$ cat config.mk
export PLATFORM = sky130hd
export DESIGN_NAME = cfbp_filter_dest
export DESIGN_NICKNAME = d
export VERILOG_FILES = /design/src/core/cfbp_pkg.sv /design/src/core/cfbp_hit_if.sv /design/src/core/cfbp_field_decode.sv /design/src/core/cfbp_filter_dest.sv
export VERILOG_INCLUDE_DIRS = /design/src /design/src/core
export SDC_FILE = /design/constraint.sdc
export NUM_CORES = 1
export LEC_CHECK = 0
export BUFFER_PORTS_ARGS = -buffer_cell sky130_fd_sc_hd__buf_4
export CORE_AREA = 2 2 74 76
export CTS_BUF_LIST = sky130_fd_sc_hd__clkbuf_8
export DETAILED_ROUTE_END_ITERATION = 8
export DIE_AREA = 0 0 76 78
export GPL_ROUTABILITY_DRIVEN = 0
export GPL_TIMING_DRIVEN = 1
export PLACE_DENSITY = 0.87
export SYNTH_ARGS = -nofsm -noshare
export SYNTH_HDL_FRONTEND = slang
export SYNTH_SLANG_ARGS = --single-unit
export TNS_END_PERCENT = 5
$ cat constraint.sdc
create_clock -name clk_i -period 3.4 [get_ports clk_i]
set_input_delay 0.17 -clock clk_i [delete_from_list [all_inputs] [get_ports clk_i]]
set_output_delay 0.17 -clock clk_i [all_outputs]
set_load 0.02 [all_outputs]
$ cat src/core/cfbp_regs.svh
/*
 constants for the filter destination select block: offsets, fields, reset values.
 assumes inclusion by bare name from any design file.
*/
`ifndef CFBP_REGS_SVH
`define CFBP_REGS_SVH
// ****************************************
// register offsets (byte addresses)
// ****************************************
`define CFBP_OFS_F4TO7      4'h0
`define CFBP_OFS_F8TO11     4'h4
// ****************************************
// fields and values
// ****************************************
`define CFBP_FIELD_W        4
`define CFBP_FIELDS_PER_REG 4
`define CFBP_REG_W          16
`define CFBP_RST_F4TO7      16'h0000
`define CFBP_RST_F8TO11     16'h0000
`define CFBP_FIFO_CODE      4'hF
`define CFBP_FIRST_FILTER   4
`define CFBP_LAST_FILTER    11
`endif

$ cat src/core/cfbp_pkg.sv
/*
 types for the filter destination select block.
 assumes cfbp_regs.svh is on the include path.
*/
`include "cfbp_regs.svh"
package cfbp_pkg;
   // ****************************************
   // types
   // ****************************************
   typedef logic [3:0]  cfbp_dest_t;
   typedef logic [15:0] cfbp_word_t;
   typedef struct packed {
      logic       to_fifo;
      logic [3:0] buffer_num;
   } cfbp_route_s;
endpackage : cfbp_pkg

$ cat src/core/cfbp_hit_if.sv
/*
 interface carrying a filter hit and its resolved destination inside cfbp_filter_dest.
 assumes one clock domain; no clocking block.
*/
`timescale 1ns/1ps
interface cfbp_hit_if;
   logic       hit;
   logic [3:0] filter;
   logic       to_fifo;
   logic [3:0] buffer_num;
   logic       store;
   modport src (output hit, output filter, input to_fifo, input buffer_num, input store);
   modport dec (input hit, input filter, output to_fifo, output buffer_num, output store);
endinterface : cfbp_hit_if

$ cat src/core/cfbp_field_decode.sv
/*
 decodes one 4-bit destination field into buffer number or fifo route.
 assumes the field comes from a register.
*/
`timescale 1ns/1ps
`include "cfbp_regs.svh"
module cfbp_field_decode (
   input  wire logic [3:0]            field_i,
   output cfbp_pkg::cfbp_route_s      route_o
);
   import cfbp_pkg::*;
   wire is_fifo = (field_i == `CFBP_FIFO_CODE);
   assign route_o.to_fifo    = is_fifo;
   assign route_o.buffer_num = field_i;
endmodule : cfbp_field_decode

$ cat src/core/cfbp_filter_dest.sv
/*
 filter 4..11 destination select registers on a classic wishbone slave,
 plus hit routing of a matched filter to buffer or fifo.
 assumes synchronous active high reset and single clock at 100 MHz.
*/
// The Wishbone interface to the registers and the placing of the registers are this design's own decisions.
`timescale 1ns/1ps
`include "cfbp_regs.svh"
module cfbp_filter_dest #(
   parameter int ADDR_W = 4
) (
   input  wire logic                 clk_i,
   input  wire logic                 rst_i,
   input  wire logic                 wb_cyc_i,
   input  wire logic                 wb_stb_i,
   input  wire logic                 wb_we_i,
   input  wire logic [ADDR_W-1:0]    wb_adr_i,
   input  wire logic [3:0]           wb_sel_i,
   input  wire logic [31:0]          wb_dat_i,
   output logic      [31:0]          wb_dat_o,
   output logic                      wb_ack_o,
   output logic                      wb_err_o,
   input  wire logic                 hit_i,
   input  wire logic [3:0]           hit_filter_i,
   output logic                      store_o,
   output logic                      store_fifo_o,
   output logic      [3:0]           store_buffer_o,
   output cfbp_pkg::cfbp_word_t      dest_4_to_7_o,
   output cfbp_pkg::cfbp_word_t      dest_8_to_11_o
);
   import cfbp_pkg::*;
   if (ADDR_W < 3) begin : g_addr_w_check
      $error("ADDR_W too small for register map");
   end
   // ****************************************
   // registers
   // ****************************************
   cfbp_word_t filter_4_to_7_dest_select_reg;
   cfbp_word_t filter_8_to_11_dest_select_reg;
   cfbp_word_t f47_next;
   cfbp_word_t f811_next;
   logic       ack_reg;
   logic       err_reg;
   logic [31:0] rdat_reg;
   logic       store_reg;
   logic       fifo_reg;
   logic [3:0] buf_reg;
   // ****************************************
   // bus decode
   // ****************************************
   wire        req      = wb_cyc_i & wb_stb_i & ~ack_reg & ~err_reg;
   wire        sel_f47  = (wb_adr_i == ADDR_W'(`CFBP_OFS_F4TO7));
   wire        sel_f811 = (wb_adr_i == ADDR_W'(`CFBP_OFS_F8TO11));
   wire        mapped   = sel_f47 | sel_f811;
   wire        wr_f47   = req & wb_we_i & sel_f47;
   wire        wr_f811  = req & wb_we_i & sel_f811;
   wire [15:0] lane_msk = {{8{wb_sel_i[1]}}, {8{wb_sel_i[0]}}};
   wire [15:0] rd_word  = sel_f47 ? filter_4_to_7_dest_select_reg :
                          (sel_f811 ? filter_8_to_11_dest_select_reg : 16'h0000);
   assign f47_next  = (filter_4_to_7_dest_select_reg & ~lane_msk) |
                      (wb_dat_i[15:0] & lane_msk);
   assign f811_next = (filter_8_to_11_dest_select_reg & ~lane_msk) |
                      (wb_dat_i[15:0] & lane_msk);
   always_ff @(posedge clk_i) begin
      if (rst_i) begin
         filter_4_to_7_dest_select_reg  <= `CFBP_RST_F4TO7;
         filter_8_to_11_dest_select_reg <= `CFBP_RST_F8TO11;
      end else begin
         if (wr_f47) filter_4_to_7_dest_select_reg <= f47_next;
         if (wr_f811) filter_8_to_11_dest_select_reg <= f811_next;
      end
   end
   always_ff @(posedge clk_i) begin
      if (rst_i) begin
         ack_reg  <= 1'b0;
         err_reg  <= 1'b0;
         rdat_reg <= 32'h0000_0000;
      end else begin
         ack_reg  <= req & mapped;
         err_reg  <= req & ~mapped;
         rdat_reg <= {16'h0000, rd_word};
      end
   end
   assign wb_ack_o = ack_reg;
   assign wb_err_o = err_reg;
   assign wb_dat_o = rdat_reg;
   assign dest_4_to_7_o  = filter_4_to_7_dest_select_reg;
   assign dest_8_to_11_o = filter_8_to_11_dest_select_reg;
   // ****************************************
   // field extraction
   // ****************************************
   cfbp_dest_t filter4_destination;
   cfbp_dest_t filter5_destination;
   cfbp_dest_t filter6_destination;
   cfbp_dest_t filter7_destination;
   cfbp_dest_t filter8_destination;
   cfbp_dest_t filter9_destination;
   cfbp_dest_t filter10_destination;
   cfbp_dest_t filter11_destination;
   assign filter4_destination  = filter_4_to_7_dest_select_reg[3:0];
   assign filter5_destination  = filter_4_to_7_dest_select_reg[7:4];
   assign filter6_destination  = filter_4_to_7_dest_select_reg[11:8];
   assign filter7_destination  = filter_4_to_7_dest_select_reg[15:12];
   assign filter8_destination  = filter_8_to_11_dest_select_reg[3:0];
   assign filter9_destination  = filter_8_to_11_dest_select_reg[7:4];
   assign filter10_destination = filter_8_to_11_dest_select_reg[11:8];
   assign filter11_destination = filter_8_to_11_dest_select_reg[15:12];
   // ****************************************
   // hit routing
   // ****************************************
   cfbp_hit_if hit_bus ();
   assign hit_bus.hit    = hit_i;
   assign hit_bus.filter = hit_filter_i;
   wire        covered = (hit_bus.filter >= 4'(`CFBP_FIRST_FILTER)) &&
                         (hit_bus.filter <= 4'(`CFBP_LAST_FILTER));
   wire [3:0]  sel_field =
      (hit_filter_i == 4'h4) ? filter4_destination  :
      (hit_filter_i == 4'h5) ? filter5_destination  :
      (hit_filter_i == 4'h6) ? filter6_destination  :
      (hit_filter_i == 4'h7) ? filter7_destination  :
      (hit_filter_i == 4'h8) ? filter8_destination  :
      (hit_filter_i == 4'h9) ? filter9_destination  :
      (hit_filter_i == 4'hA) ? filter10_destination : filter11_destination;
   cfbp_route_s route;
   cfbp_field_decode u_decode (
      .field_i (sel_field),
      .route_o (route)
   );
   assign hit_bus.to_fifo    = route.to_fifo;
   assign hit_bus.buffer_num = route.buffer_num;
   assign hit_bus.store      = hit_bus.hit & covered;
   always_ff @(posedge clk_i) begin
      if (rst_i) begin
         store_reg <= 1'b0;
         fifo_reg  <= 1'b0;
         buf_reg   <= 4'h0;
      end else begin
         store_reg <= hit_bus.store;
         fifo_reg  <= hit_bus.store & hit_bus.to_fifo;
         buf_reg   <= hit_bus.store ? hit_bus.buffer_num : buf_reg;
      end
   end
   assign store_o        = store_reg;
   assign store_fifo_o   = fifo_reg;
   assign store_buffer_o = buf_reg;
   // ****************************************
   // reset checks
   // ****************************************
   a_reset_clear: assert property (@(posedge clk_i)
      $past(rst_i) && !rst_i |->
      filter_4_to_7_dest_select_reg == 16'h0000 &&
      filter_8_to_11_dest_select_reg == 16'h0000)
      else $error("fields not cleared by reset");
   a_reset_outputs: assert property (@(posedge clk_i)
      $past(rst_i) && !rst_i |-> !wb_ack_o && !wb_err_o && wb_dat_o == 32'h0000_0000 &&
      !store_o && !store_fifo_o && store_buffer_o == 4'h0 &&
      dest_4_to_7_o == 16'h0000 && dest_8_to_11_o == 16'h0000)
      else $error("outputs not cleared by reset");

   // ****************************************
   // bus answer checks
   // ****************************************
   a_ack_single: assert property (@(posedge clk_i) disable iff (rst_i)
      wb_ack_o |=> !wb_ack_o)
      else $error("ack held too long");
   a_err_single: assert property (@(posedge clk_i) disable iff (rst_i)
      wb_err_o |=> !wb_err_o)
      else $error("err held too long");
   a_ack_timing: assert property (@(posedge clk_i) disable iff (rst_i)
      req && mapped |=> wb_ack_o && !wb_err_o)
      else $error("mapped request not acknowledged");
   a_err_timing: assert property (@(posedge clk_i) disable iff (rst_i)
      req && !mapped |=> wb_err_o && !wb_ack_o)
      else $error("unmapped request not refused");
   a_no_answer: assert property (@(posedge clk_i) disable iff (rst_i)
      !req |=> !wb_ack_o && !wb_err_o)
      else $error("answer without request");
   a_read_upper: assert property (@(posedge clk_i) disable iff (rst_i)
      wb_ack_o |-> wb_dat_o[31:16] == 16'h0000)
      else $error("upper read half not zero");
   a_unmapped_read: assert property (@(posedge clk_i) disable iff (rst_i)
      req && !mapped |=> wb_dat_o == 32'h0000_0000)
      else $error("unmapped read not zero");
   a_unmapped_keep: assert property (@(posedge clk_i) disable iff (rst_i)
      req && !mapped |=> $stable(filter_4_to_7_dest_select_reg) &&
      $stable(filter_8_to_11_dest_select_reg))
      else $error("unmapped write changed a field");

   // ****************************************
   // register checks
   // ****************************************
   a_f47_write: assert property (@(posedge clk_i) disable iff (rst_i)
      wr_f47 && wb_sel_i[1:0] == 2'b11 |=> wb_ack_o &&
      filter_4_to_7_dest_select_reg == $past(wb_dat_i[15:0]))
      else $error("filters 4-7 write lost");
   a_f811_write: assert property (@(posedge clk_i) disable iff (rst_i)
      wr_f811 && wb_sel_i[1:0] == 2'b11 |=> wb_ack_o &&
      filter_8_to_11_dest_select_reg == $past(wb_dat_i[15:0]))
      else $error("filters 8-11 write lost");
   a_lane0_only: assert property (@(posedge clk_i) disable iff (rst_i)
      wr_f47 && wb_sel_i[1:0] == 2'b01 |=>
      filter_4_to_7_dest_select_reg[15:8] == $past(filter_4_to_7_dest_select_reg[15:8]) &&
      filter_4_to_7_dest_select_reg[7:0] == $past(wb_dat_i[7:0]))
      else $error("filters 4-7 lane 0 write wrong");
   a_lane1_only: assert property (@(posedge clk_i) disable iff (rst_i)
      wr_f811 && wb_sel_i[1:0] == 2'b10 |=>
      filter_8_to_11_dest_select_reg[7:0] == $past(filter_8_to_11_dest_select_reg[7:0]) &&
      filter_8_to_11_dest_select_reg[15:8] == $past(wb_dat_i[15:8]))
      else $error("filters 8-11 lane 1 write wrong");
   a_idle_keep: assert property (@(posedge clk_i) disable iff (rst_i)
      !wr_f47 && !wr_f811 |=> $stable(filter_4_to_7_dest_select_reg) &&
      $stable(filter_8_to_11_dest_select_reg))
      else $error("field changed without a write");
   a_f47_read: assert property (@(posedge clk_i) disable iff (rst_i)
      req && !wb_we_i && sel_f47 |=> wb_ack_o &&
      wb_dat_o == {16'h0000, $past(filter_4_to_7_dest_select_reg)})
      else $error("filters 4-7 read wrong");
   a_f811_read: assert property (@(posedge clk_i) disable iff (rst_i)
      req && !wb_we_i && sel_f811 |=> wb_ack_o &&
      wb_dat_o == {16'h0000, $past(filter_8_to_11_dest_select_reg)})
      else $error("filters 8-11 read wrong");

   // ****************************************
   // field placement checks
   // ****************************************
   a_f4_field: assert property (@(posedge clk_i) disable iff (rst_i)
      hit_i && hit_filter_i == 4'h4 |=>
      store_buffer_o == $past(filter_4_to_7_dest_select_reg[3:0]))
      else $error("filter 4 field wrong");
   a_f5_field: assert property (@(posedge clk_i) disable iff (rst_i)
      hit_i && hit_filter_i == 4'h5 |=>
      store_buffer_o == $past(filter_4_to_7_dest_select_reg[7:4]))
      else $error("filter 5 field wrong");
   a_f6_field: assert property (@(posedge clk_i) disable iff (rst_i)
      hit_i && hit_filter_i == 4'h6 |=>
      store_buffer_o == $past(filter_4_to_7_dest_select_reg[11:8]))
      else $error("filter 6 field wrong");
   a_f7_field: assert property (@(posedge clk_i) disable iff (rst_i)
      hit_i && hit_filter_i == 4'h7 |=>
      store_buffer_o == $past(filter_4_to_7_dest_select_reg[15:12]))
      else $error("filter 7 field wrong");
   a_f8_field: assert property (@(posedge clk_i) disable iff (rst_i)
      hit_i && hit_filter_i == 4'h8 |=>
      store_buffer_o == $past(filter_8_to_11_dest_select_reg[3:0]))
      else $error("filter 8 field wrong");
   a_f9_field: assert property (@(posedge clk_i) disable iff (rst_i)
      hit_i && hit_filter_i == 4'h9 |=>
      store_buffer_o == $past(filter_8_to_11_dest_select_reg[7:4]))
      else $error("filter 9 field wrong");
   a_f10_field: assert property (@(posedge clk_i) disable iff (rst_i)
      hit_i && hit_filter_i == 4'hA |=>
      store_buffer_o == $past(filter_8_to_11_dest_select_reg[11:8]))
      else $error("filter 10 field wrong");
   a_f11_field: assert property (@(posedge clk_i) disable iff (rst_i)
      hit_i && hit_filter_i == 4'hB |=>
      store_buffer_o == $past(filter_8_to_11_dest_select_reg[15:12]))
      else $error("filter 11 field wrong");

   // ****************************************
   // routing checks
   // ****************************************
   a_fifo_route: assert property (@(posedge clk_i) disable iff (rst_i)
      hit_i && covered && sel_field == 4'hF |=> store_o && store_fifo_o)
      else $error("fifo code not routed to fifo");
   a_buffer_route: assert property (@(posedge clk_i) disable iff (rst_i)
      hit_i && covered && sel_field != 4'hF |=> store_o && !store_fifo_o &&
      store_buffer_o == $past(sel_field))
      else $error("buffer code not routed to buffer");
   a_store_timing: assert property (@(posedge clk_i) disable iff (rst_i)
      hit_i && hit_filter_i >= 4'h4 && hit_filter_i <= 4'hB |=> store_o)
      else $error("covered hit not stored");
   a_uncovered_drop: assert property (@(posedge clk_i) disable iff (rst_i)
      hit_i && (hit_filter_i < 4'h4 || hit_filter_i > 4'hB) |=> !store_o)
      else $error("uncovered hit stored");
   a_no_hit_quiet: assert property (@(posedge clk_i) disable iff (rst_i)
      !hit_i |=> !store_o && !store_fifo_o)
      else $error("store without hit");
   a_buf_hold: assert property (@(posedge clk_i) disable iff (rst_i)
      !(hit_i && hit_filter_i >= 4'h4 && hit_filter_i <= 4'hB) |=>
      $stable(store_buffer_o))
      else $error("buffer number changed without hit");
   a_fifo_with_store: assert property (@(posedge clk_i) disable iff (rst_i)
      store_fifo_o |-> store_o)
      else $error("fifo store without store");
   a_f7_fifo: assert property (@(posedge clk_i) disable iff (rst_i)
      hit_i && hit_filter_i == 4'h7 && filter_4_to_7_dest_select_reg[15:12] == 4'hF |=>
      store_fifo_o)
      else $error("filter 7 fifo code not honoured");
   a_f11_fifo: assert property (@(posedge clk_i) disable iff (rst_i)
      hit_i && hit_filter_i == 4'hB && filter_8_to_11_dest_select_reg[15:12] == 4'hF |=>
      store_fifo_o)
      else $error("filter 11 fifo code not honoured");

   // ****************************************
   // cover
   // ****************************************
   c_fifo_hit: cover property (@(posedge clk_i) disable iff (rst_i) store_fifo_o);
   c_buf_hit: cover property (@(posedge clk_i) disable iff (rst_i) store_o && !store_fifo_o);
   c_write: cover property (@(posedge clk_i) disable iff (rst_i) wr_f811);
   c_unmapped: cover property (@(posedge clk_i) disable iff (rst_i) wb_err_o);
   c_read: cover property (@(posedge clk_i) disable iff (rst_i) req && !wb_we_i && mapped);
endmodule : cfbp_filter_dest

## After elaboration in Yosys (flattened, before gate mapping)

Index checks and enable logic that the tools add are counted.

- Input bits: 50
- Register bits: 72
- Output and inout bits: 72

- $lt $le $gt $ge: 2
- Multiplexer cells: 9
- Equal/unequal tests: 9
- Bitwise gates (word level): 20
- Reductions and logical operators: 2

Operators by type and width:

| kind | count |
|---|---|
| $and 16x16->16 | 3 |
| $mux 16 | 2 |
| $or 16x16->16 | 2 |
| $mux 4 | 7 |
| $eq 4x3->1 const B | 5 |
| $eq 4x4->1 const B | 4 |
| $not 16->16 | 1 |
| $and 1x1->1 | 10 |
| $ge 4x3->1 const B | 1 |
| $le 4x4->1 const B | 1 |
| $logic_not 4->1 | 1 |
| $not 1->1 | 3 |
| $logic_and 1x1->1 | 1 |
| $or 1x1->1 | 1 |

## Longest topological paths before layout

Gate-level depths: netlist of the first run.

- Depth after elaboration: 10
- Gate-level depth with buffers: 8
- Gate-level depth less buffers: 7

## By module

Synthesis of the first run repeated with hierarchy kept, for this count alone.

- Cell total of the unflattened synthesis: 271
- Area, all modules: 2523.7 µm²

Modules (own cells, without submodules):

| module | area each (µm²) | cells each | sequential area each (µm²) | times used |
|---|---|---|---|---|
| cfbp_filter_dest | 2477.4 | 265 | 1121.1 | 1 |
| cfbp_field_decode | 46.3 | 6 | 0.0 | 1 |

## Worst setup path before layout of the first run

OpenSTA, ideal clock, no wires.

- Path type: reg2reg
- Start point: reg (tool-made name)
- End point: reg fifo_reg, in the netlist store_fifo_o
- Stages on the path, launching flop included: 6
- Period minus slack after synthesis: 1.493 ns
- Path slack: 1.907 ns
- Setup time: 0.060 ns
- Data required time: 3.340 ns
- Arrival time: 1.433 ns
- Path through: dfxtp_1 -> nor2b_4 -> o21a_1 -> a2111o_1 -> a21oi_2 -> o2111a_1

RTL lines:

| element | line | RTL |
|---|---|---|
| end signal, assigned | cfbp_filter_dest.sv:139 | `fifo_reg <= hit_bus.store & hit_bus.to_fifo;` |
| end, declared | cfbp_filter_dest.sv:46 | `logic fifo_reg;` |

==> results.py, run 1 <==
metrics = {
    "timing": {
        "hold_ws_ps": 49.41,
        "final_max_slew_viol_count": 0,
        "period_share_pct": 51.20,
        "tightestPinTransition_ps": 714.0,
        "fin_skew_ps": 8.863,
        "hold_violations": 0,
        "rsz0062_at_grt": "no",
        "fin_tns_setup_ps": 0,
        "slew_headroom_pct": 52.40,
        "post-route-min-period_ps": 1741,
        "setup_viol": 0,
        "clock.fmax_mhz": 574.5,
    },
    "clock_tree": {
        "cts-resized-gates": 0,
        "cts_tree": "built",
        "clk_pin_slew_ps": 100,
        "clock_latency_ps": 310,
        "cts_inserted_buffers": 5,
        "cts_buffer_depth": 2,
        "root_buffer": "clkbuf_8",
        "clkSinkCount": 56,
        "htree_levels": 2,
        "post_cts_buffers": 0,
        "cts_hold_buf": 0,
    },
    "finish": {
        "multi_input_area_sq_um": 1256,
        "drive_above_1_share_pct": 28.69,
        "antennaDiodeCount": 0,
        "nNetsFinal": 403,
        "n_fill_cell": 451,
        "final-seq-area_sq_um": 1121,
        "area_delta_synth_final_pct": 28.30,
    },
    "power_and_ir_drop": {
        "power_density_nw_per_um2": 381.6,
        "leakagePower_nw": 1.654,
        "peakVddDrop_uv": 302.8,
        "report.power.total_mw": 1.245,
    },
    "global_route": {
        "grt_max_degree": 53,
        "use_met2_pct": 36.79,
        "grt_pass1_wl_microns": 9977,
        "grt_pass1_vias": 2050,
        "grt_util_all_layers_pct": 20.85,
        "antenna_found_initial": 0,
        "busiest_layer": "met2",
        "use_met1_pct": 26.08,
        "grt_overflow": 0,
        "met3_usage_pct": 4.186,
    },
    "synthesis": {
        "ys_seq_elements": 56,
        "ys_types": 48,
        "synth-main-ff-cell": "dfxtp_1",
        "syn_area_sq_um": 2542,
        "yosys_warnings": 0,
        "synth_cells": 275,
        "synth_async_sr_flop_share_pct": 0,
        "synth-edff-count": 0,
        "syn_avg_cell_area_sq_um": 9.245,
        "seq_area_frac_synth_pct": 44.09,
    },
    "routing": {
        "antenna_left": 0,
        "drt-total-wl_microns": 6364,
        "wl_per_cell_microns": 15.08,
        "dr.pass1.iters": 4,
        "drtIter0Drc": 166,
        "drc": 0,
        "num_vias": 2183,
        "avgViaCountPerCell": 5.173,
    },
    "setup_path": {
        "worstSetupPathType": "flop to flop",
        "rrSetupSlack_ps": 1660,
        "crit_arrival_ps": 1940,
        "worstSetupEndpointType": "flop",
        "worstPathMaxFanout": 8,
        "r2r_start": "wb_ack_o$_SDFF_PP0_",
        "cp-start-kind": "flop",
        "r2r_cells": 5,
        "worstPathRequired_ps": 3590,
    },
    "floorplanning": {
        "fp-row-count": 26,
        "die_w_microns": 76,
        "core_area_sq_um": 5042,
        "io_pins": 122,
        "die_h_microns": 78,
        "start_util_pct": 50.42,
        "floorplan.die_area_sq_um": 5928,
    },
    "worst_hold_path": {
        "holdCritPathClass": "input port to flop",
        "hold_depth": 2,
        "whs_endpoint": "wb_ack_o$_SDFF_PP0_",
        "worstHoldStart": "wb_adr_i[0]",
    },
    "job": {
        "cap_violations": 0,
    },
    "placed_design": {
        "portBuffers": 87,
        "place_hpwl_microns": 4659,
    },
    "status": {
        "status": "finished, final reports clean",
    },
}
[report_power, final]
group	switching, mW	total (mW)	internal (mW)
registers	0.00295	0.663	0.660
clock network	0.212	0.453	0.241
logic	0.0764	0.128	0.0517
total	0.292	1.24	0.953
[synthesized netlist by cell type, drive strengths merged (2+ instances only)]
library cell	n	share of area, %
nor2	58	8.6
dfxtp	56	44
mux2i	36	14
buf	25	6.7
a22oi	16	4.7
clkbuf	9	1.4
nand2b	8	2.1
o21ai	6	1.2
a21oi	5	1.1
inv	4	0.59
nand2	4	0.59
nor2b	4	1.3
nand3	3	0.59
nor3	3	0.59
nor3b	3	0.89
o21a	3	0.89
o22ai	3	0.74
and2	2	0.49
ha	2	0.98
nand4	2	0.49
nor4	2	1.1
o221ai	2	0.69
or2	2	0.49
[through the flow]
stage	cells	worst slack, ps	utilization [%]	area [sq um]
5_1_grt	422	1501	64.69	3262
3_5_place_dp	414	1547	62.28	3141
2_1_floorplan	290	1907	-	2599
3_3_place_gp	414	1595	62.28	3141
6_report	422	1659	64.69	3262
4_1_cts	422	1670	64.69	3262
[worst max path at each step]
stage / depth (start not counted) / to / slack, ps / from
finish: 5 / flop / 1660 / wb_ack_o$_SDFF_PP0_
global route: 5 / flop / 1500 / wb_ack_o$_SDFF_PP0_
CTS: 5 / flop / 1670 / wb_ack_o$_SDFF_PP0_
detailed placement: 5 / flop / 1550 / wb_adr_i[1]
global placement: 5 / flop / 1600 / wb_adr_i[1]
floorplan: 5 / store_fifo_o$_SDFF_PP0_ / 1910 / flop
[kinds of logic (layout without fill, tap and decap cells)]
kind of cell,count (synthesis),count (layout),synth area share [%]
DFF,56,56,44.09
buffers and inverters,38,100,8.711
and+or+nand+nor,93,93,17.67
AOI/OAI and AO/OA,49,49,14.22
other,1,16,0.1475
muxes,36,36,14.17
adders and majority gates,2,2,0.9841
[cells in the final DEF (no fill, tap or decap), types with 3 or more instances in the layout]
| cell type | instances |
|---|---|
| a21oi_1 | 4 |
| conb_1 | 16 |
| nand2_1 | 4 |
| o22ai_1 | 3 |
| dfxtp_1 | 56 |
| nor3b_1 | 3 |
| mux2i_1 | 36 |
| nor2b_1 | 3 |
| nor2_1 | 58 |
| o21a_1 | 3 |
| buf_4 | 88 |
| a22oi_1 | 16 |
| clkbuf_8 | 6 |
| nand3_1 | 3 |
| inv_1 | 4 |
| nand2b_1 | 7 |
| o21ai_0 | 5 |
| nor3_1 | 3 |
[final cells by class]
cell class                 instances  area share (%)
clock buffer                       6           2.532
clock inverter                     2           1.189
inverter                           4          0.4603
multi-input combinational        196           38.51
sequential                        56           34.37
tap                               70           2.685
timing repair buffer              88           20.25
[metal layers]
metal  wire, microns  vias up
met4              53        0
met3             431        7
li1                -     1071
met2            3152       73
met1            2727     1032
met5               0        -
[critical path, cell delays in order (launching register included)]
cell      delay (ps)
dfxtp_1          320
nor3b_1          320
nand4_1          190
nand2b_1         420
mux2i_1          310
nor2_1            60
(Power assumes the default switching activity.)
==> run 2, diff against run 1 <==
- ABC_AREA: unset -> 1
- CORE_AREA: 2 2 74 76 -> 2 2 80 82
- DIE_AREA: 0 0 76 78 -> 0 0 82 84
- PLACE_DENSITY: 0.87 -> 0.79
- clock period: 3.4 -> 1.5 ns (I/O delays scaled with it)
==> run 2 against run 1 <==
Net effect:
- the flow now finishes with violations (hold timing)
- total power increased by 130%
- largest power group unchanged
- synthesized area hardly changed
- worst setup slack lost 1600 ps
- final cell count grew 22%
==> results.py, run 2 <==
metrics = {
    "global_route": {
        "grt_max_degree": 22,
        "grt_util_all_layers_pct": 19.00,
        "grt_pass1_vias": 2299,
        "grt_overflow": 0,
        "grt_pass1_wl_microns": 10290,
        "antenna_found_initial": 0,
    },
    "power_and_ir_drop": {
        "p_seq_share_pct": 52.7,
        "peakVddDrop_uv": 425.1,
        "power_density_nw_per_um2": 851.5,
        "pwr-share-comb_pct": 11.0,
        "power_switching_mw": 0.6910,
        "report.power.total_mw": 2.861,
        "swShare_pct": 24.15,
        "leakagePower_nw": 1.558,
        "cell_internal_pwr_mw": 2.170,
        "clockPowerShare_pct": 36.3,
    },
    "placed_design": {
        "dpl_worst_slack_ps": 2.661,
        "portBuffers": 87,
        "dpl_cell_area_sq_um": 3233,
        "place_hpwl_microns": 5005,
    },
    "synthesis": {
        "post-synth-top-count-cell": "inv_1",
        "synth_area_leaders": "dfxtp_1 44%, inv_1 9.3%, a21oi_1 9.2%",
        "syn_avg_cell_area_sq_um": 7.373,
        "ys_types": 24,
        "ys_seq_elements": 56,
        "seq_area_frac_synth_pct": 44.07,
        "synth_cells": 345,
        "yosys_warnings": 0,
        "synth-main-ff-cell": "dfxtp_1",
        "yosys.area.top_type_share_pct": 44.07,
        "synth.top_cells.by_count": "63 x inv_1, 56 x dfxtp_1, 47 x a21oi_1, 36 x nand2_1, 35 x o21ai_0",
        "synth_async_sr_flop_share_pct": 0,
        "yosysTopAreaCell": "dfxtp_1",
        "synth-edff-count": 0,
        "syn_area_sq_um": 2544,
    },
    "clock_tree": {
        "cts_tree": "built",
        "htree_levels": 2,
        "post_cts_buffers": 0,
        "cts_buffer_depth": 2,
        "cts_hold_buf": 0,
        "clock_latency_ps": 310,
        "cts_inserted_buffers": 5,
        "clkSinkCount": 56,
        "clk_pin_slew_ps": 100,
        "root_buffer": "clkbuf_8",
    },
    "status": {
        "status": "finished with violations",
        "violations": "hold timing",
    },
    "finish": {
        "nNetsFinal": 488,
        "area_delta_synth_final_pct": 32.07,
        "stdcell_area_sq_um": 3359,
        "antennaDiodeCount": 0,
        "drive_above_1_share_pct": 26.54,
        "final_common_cell": "buf_4",
        "post-route-util_pct": 55.11,
        "final_cell_mix": "98 x buf_4, 63 x inv_1, 56 x dfxtp_1",
    },
    "setup_path": {
        "worstSetupEndpointType": "flop",
        "worstPathMaxFanout": 16,
        "worstPathRequired_ps": 1710,
        "cp-start-kind": "flop",
        "worstSetupPathType": "flop to flop",
        "crit_arrival_ps": 1650,
    },
    "timing": {
        "fin_skew_ps": 7.781,
        "hold_ws_ps": -1.314,
        "setup_slack_ps": 62.55,
        "clock.fmax_mhz": 695.7,
        "rsz0062_at_grt": "yes",
        "post-route-min-period_ps": 1437,
        "period_share_pct": 95.83,
        "final_max_slew_viol_count": 0,
        "hold_violations": 1,
        "fin_tns_setup_ps": 0,
        "setup_viol": 0,
    },
    "routing": {
        "antenna_left": 0,
        "wl_per_cell_microns": 12.77,
        "drtIter0Drc": 169,
        "dr.pass1.iters": 4,
        "drc": 0,
        "num_vias": 2542,
        "drt-total-wl_microns": 6562,
        "avgViaCountPerCell": 4.946,
    },
    "floorplanning": {
        "die_h_microns": 84,
        "die_w_microns": 82,
        "floorplan.die_area_sq_um": 6888,
        "io_pins": 122,
        "core_area_sq_um": 6096,
        "fp-row-count": 29,
        "start_util_pct": 41.73,
    },
    "job": {
        "cap_violations": 0,
    },
    "worst_hold_path": {
        "holdCritPathClass": "input port to flop",
    },
}
==> run 2: metrics by stage <==
step,cells,hold WS (ps)
2_1_floorplan,360,219.6
6_report,514,-1.314
5_1_grt,514,15.87
3_5_place_dp,506,332.0
3_3_place_gp,506,319.7
4_1_cts,514,1.433
==> run 2: worst max-delay path: stages, from the launching register on <==
cell     delay [ps]
dfxtp_1         340
nor3_2          210
nand2_1         100
buf_4           160
nor2_8          130
nand2_4         130
o21ai_0         210
a21oi_1          60
==> run 2: power by group through the flow <==
stage	clock network (mW)	registers, mW	logic [mW]
floorplan	0	1.56	0.191
global placement	0	1.54	0.305
detailed placement	0	1.54	0.312
CTS	1.05	1.51	0.314
global route	1.10	1.51	0.348
finish	1.04	1.51	0.314
==> run 2: routing by layer <==
layer / up-vias / global-route usage [%] / share of wire [%]
li1: 1261 / - / -
met1: 1181 / 23.38 / 42
met2: 91 / 33.11 / 50
met3: 9 / 3.139 / 6.4
met4: 0 / 5.909 / 1.4
met5: - / 0 / 0
==> run 2: worst paths after layout <==
| kind | startpoint | to | slack (ps) | depth (start not counted) |
|---|---|---|---|---|
| hold / removal | wb_adr_i[3] | wb_ack_o$_SDFF_PP0_ | -1 | 4 |
| setup reg to reg | wb_ack_o$_SDFF_PP0_ | flop | 60 | 7 |
| hold reg to reg | store_buffer_o[1]$_SDFFE_PP0P_ | store_buffer_o[1]$_SDFFE_PP0P_ | 480 | 2 |
| setup / recovery | wb_ack_o$_SDFF_PP0_ | flop | 60 | 7 |
==> run 2: cell families (layout without fill, tap and decap cells) <==
family,count (synthesis),after routing,synth area share (%)
compound gates,102,102,20.86
buf+inv,94,171,17.41
simple gates,90,90,16.53
flops,56,56,44.07
fa+ha+maj,2,2,0.9836
other cells,1,16,0.1474
==> run 2: cell type report <==
class | count | area [sq um]
Inverter | 65 | 244.0
Clock buffer | 6 | 82.58
Tap cell | 77 | 96.34
Fill cell | 608 | 2736
Timing Repair Buffer | 98 | 735.7
Clock inverter | 2 | 38.79
Multi-Input combinational cell | 210 | 1041
Sequential cell | 56 | 1121
==> run 2: timing repair <==
item	4_1_cts	5_1_grt
resized for setup	0	3
endpoints found under the hold margin	0	0
setup endpoints to repair	0	31
==> run 3, diff against run 2 <==
- CORE_AREA: 2 2 80 82 -> 2 2 82 84
- DIE_AREA: 0 0 82 84 -> 0 0 84 86
- SYNTH_HIERARCHICAL: unset -> 1
==> run 3 against run 2 <==
Net effect:
- the flow now finishes without violations
- worst setup slack improved by 42 ps
- critical path depth fell by 1
- clock skew barely moved
- critical path type unchanged
==> results.py, run 3 <==
metrics = {
    "timing": {
        "post-route-min-period_ps": 1395,
        "clock.fmax_mhz": 716.8,
        "fin_skew_ps": 7.513,
        "hold_violations": 0,
        "rsz0062_at_grt": "no",
        "final_max_slew_viol_count": 0,
        "period_share_pct": 93.01,
        "setup_viol": 0,
    },
    "synthesis": {
        "synth-main-ff-cell": "dfxtp_1",
        "synth_async_sr_flop_share_pct": 0,
        "ys_seq_elements": 56,
        "synth_area_leaders": "dfxtp_1 41%, nand2_1 10%, inv_1 7.5%",
        "seq_area_frac_synth_pct": 41.29,
        "post-synth-top-count-cell": "nand2_1",
        "synth_cells": 391,
        "yosys.area.top_type_share_pct": 41.29,
        "syn_area_sq_um": 2715,
        "yosysTopAreaCell": "dfxtp_1",
        "synth.top_cells.by_count": "74 x nand2_1, 56 x dfxtp_1, 54 x inv_1, 52 x nor2_1, 36 x a21oi_1",
        "yosys_warnings": 6,
        "ys_types": 27,
        "synth-edff-count": 0,
        "syn_avg_cell_area_sq_um": 6.944,
    },
    "placed_design": {
        "placed_cells": 558,
        "place_hpwl_microns": 5620,
        "portBuffers": 87,
    },
    "finish": {
        "antennaDiodeCount": 0,
        "nNetsFinal": 540,
        "final_common_cell": "buf_4",
        "area_delta_synth_final_pct": 32.95,
        "fin_cells": 566,
        "final_cell_mix": "108 x buf_4, 74 x nand2_1, 54 x inv_1, 54 x dfxtp_1, 52 x nor2_1",
        "drive_above_1_share_pct": 26.99,
    },
    "floorplanning": {
        "floorplan.die_area_sq_um": 7224,
        "start_util_pct": 43.25,
        "die_w_microns": 84,
        "die_h_microns": 86,
        "core_area_sq_um": 6277,
        "io_pins": 122,
        "fp-row-count": 29,
    },
    "power_and_ir_drop": {
        "p_seq_share_pct": 53.5,
        "report.power.total_mw": 2.820,
        "power_switching_mw": 0.6984,
        "clockPowerShare_pct": 34.5,
        "swShare_pct": 24.76,
        "peakVddDrop_uv": 432.0,
        "leakagePower_nw": 1.741,
        "power_density_nw_per_um2": 781.3,
        "cell_internal_pwr_mw": 2.122,
        "pwr-share-comb_pct": 12.0,
    },
    "routing": {
        "wl_per_cell_microns": 12.88,
        "drc": 0,
        "drtIter0Drc": 278,
        "dr.pass1.iters": 6,
        "avgViaCountPerCell": 4.848,
        "num_vias": 2744,
        "antenna_left": 0,
        "drt-total-wl_microns": 7289,
    },
    "global_route": {
        "grt_max_degree": 38,
        "antenna_found_initial": 0,
        "grt_pass1_vias": 2559,
        "grt_overflow": 0,
        "grt_pass1_wl_microns": 11770,
        "grt_util_all_layers_pct": 20.19,
    },
    "clock_tree": {
        "post_cts_buffers": 0,
        "cts_hold_buf": 0,
        "clk_pin_slew_ps": 100,
        "cts_buffer_depth": 2,
        "clock_latency_ps": 310,
        "root_buffer": "clkbuf_8",
        "cts_inserted_buffers": 5,
        "cts_tree": "built",
        "htree_levels": 2,
        "clkSinkCount": 56,
    },
    "setup_path": {
        "worst-path-buf-inv": 1,
        "r2r_cells": 6,
        "critPathSlowestCell": "dfxtp_1",
        "cp_top_family": "simple AND/OR/NAND/NOR gates",
        "cp_num_cells": 6,
        "path_cells": "nor3_4 > nand2_4 > nor3_2 > buf_4 > o21ai_0 > a21oi_1",
        "worstPathMaxFanout": 16,
        "crit_arrival_ps": 1640,
        "worstPathRequired_ps": 1750,
        "worstSetupEndpointType": "flop",
        "cp-start-kind": "flop",
        "worstSetupPathType": "flop to flop",
        "slowest_delay_ps": 350,
    },
    "status": {
        "status": "finished, final reports clean",
    },
    "job": {
        "cap_violations": 0,
    },
    "worst_hold_path": {
        "holdCritPathClass": "input port to flop",
        "hold_depth": 3,
    },
}
## run 3: cell types whose count changed in the layout (fill, tap and decap cells not counted), moves of 3 or more
cell     delta
nand2_1    +38
nor2_1     +24
nand3_1    +14
o21ai_0    -13
o22ai_1    -12
a21oi_1    -11
buf_4      +10
inv_1       -9
or2_1       +5
nor3_4      +4
nor3_1      +3
## run 3: what timing repair did
action                     4_1_cts  5_1_grt
resized for setup                1        5
pin swaps                        1        1
setup endpoints to repair       13       16
## run 3: power by group through the flow
stage                     Clock, mW  Combinational [mW]  Sequential, mW
final                         0.973               0.338            1.51
after global routing           1.04               0.374            1.51
after CTS                      1.00               0.332            1.51
after detailed placement          0               0.329            1.54
after global placement            0               0.323            1.54
after floorplan                   0               0.215            1.56
## run 3: logic make-up (layout without fill, tap and decap cells)
group	Yosys count	in the layout	synth area share (%)
and+or+nand+nor	177	177	29.31
DFF	56	56	41.29
buffers and inverters	91	174	16.36
other	1	16	0.1381
AOI/OAI and AO/OA	64	64	11.98
adders and majority gates	2	2	0.9215
## run 3: stage by stage
step	worst slack, ps	TNS, ps	area (sq um)	utilization (%)	hold WS (ps)
after CTS	11.44	0	3590	57.19	0.8136
final	104.9	0	3610	57.50	8.538
after detailed placement	-52.00	-98.15	3473	55.33	332.8
after global placement	-4.379	-4.379	3473	55.33	323.2
after floorplan	1.319	0	2776	-	223.4
after global routing	6.956	0	3610	57.50	9.842
## run 3: final timing paths
path / startpoint / to / slack, ps
max: wb_ack_o$_SDFF_PP0_ / flop / 100
min reg2reg: flop / flop / 510
min: wb_dat_i[6] / flop / 9
max reg2reg: wb_ack_o$_SDFF_PP0_ / flop / 100
## run 3: tightest hold or removal path: stages
cell and delay [ps]:
buf_4 80, inv_1 40, a21oi_1 100
## run 3: cell type report
class                   instances  area (sq um)
fillers                       606          2668
multi-input cells             259          1234
flip-flops and latches         56          1124
repair buffers                109         830.8
well taps                      77         96.34
inverters                      57         214.0
clock buffers                   5         68.82
clock inverters                 3         42.54
## run 3: routing by layer
layer | up-vias | global-route usage, % | wire, microns
met2 | 134 | 33.16 | 3440
met5 | - | 0 | 0
met3 | 13 | 5.005 | 554
met4 | 0 | 7.331 | 126
met1 | 1215 | 25.88 | 3167
li1 | 1382 | - | -
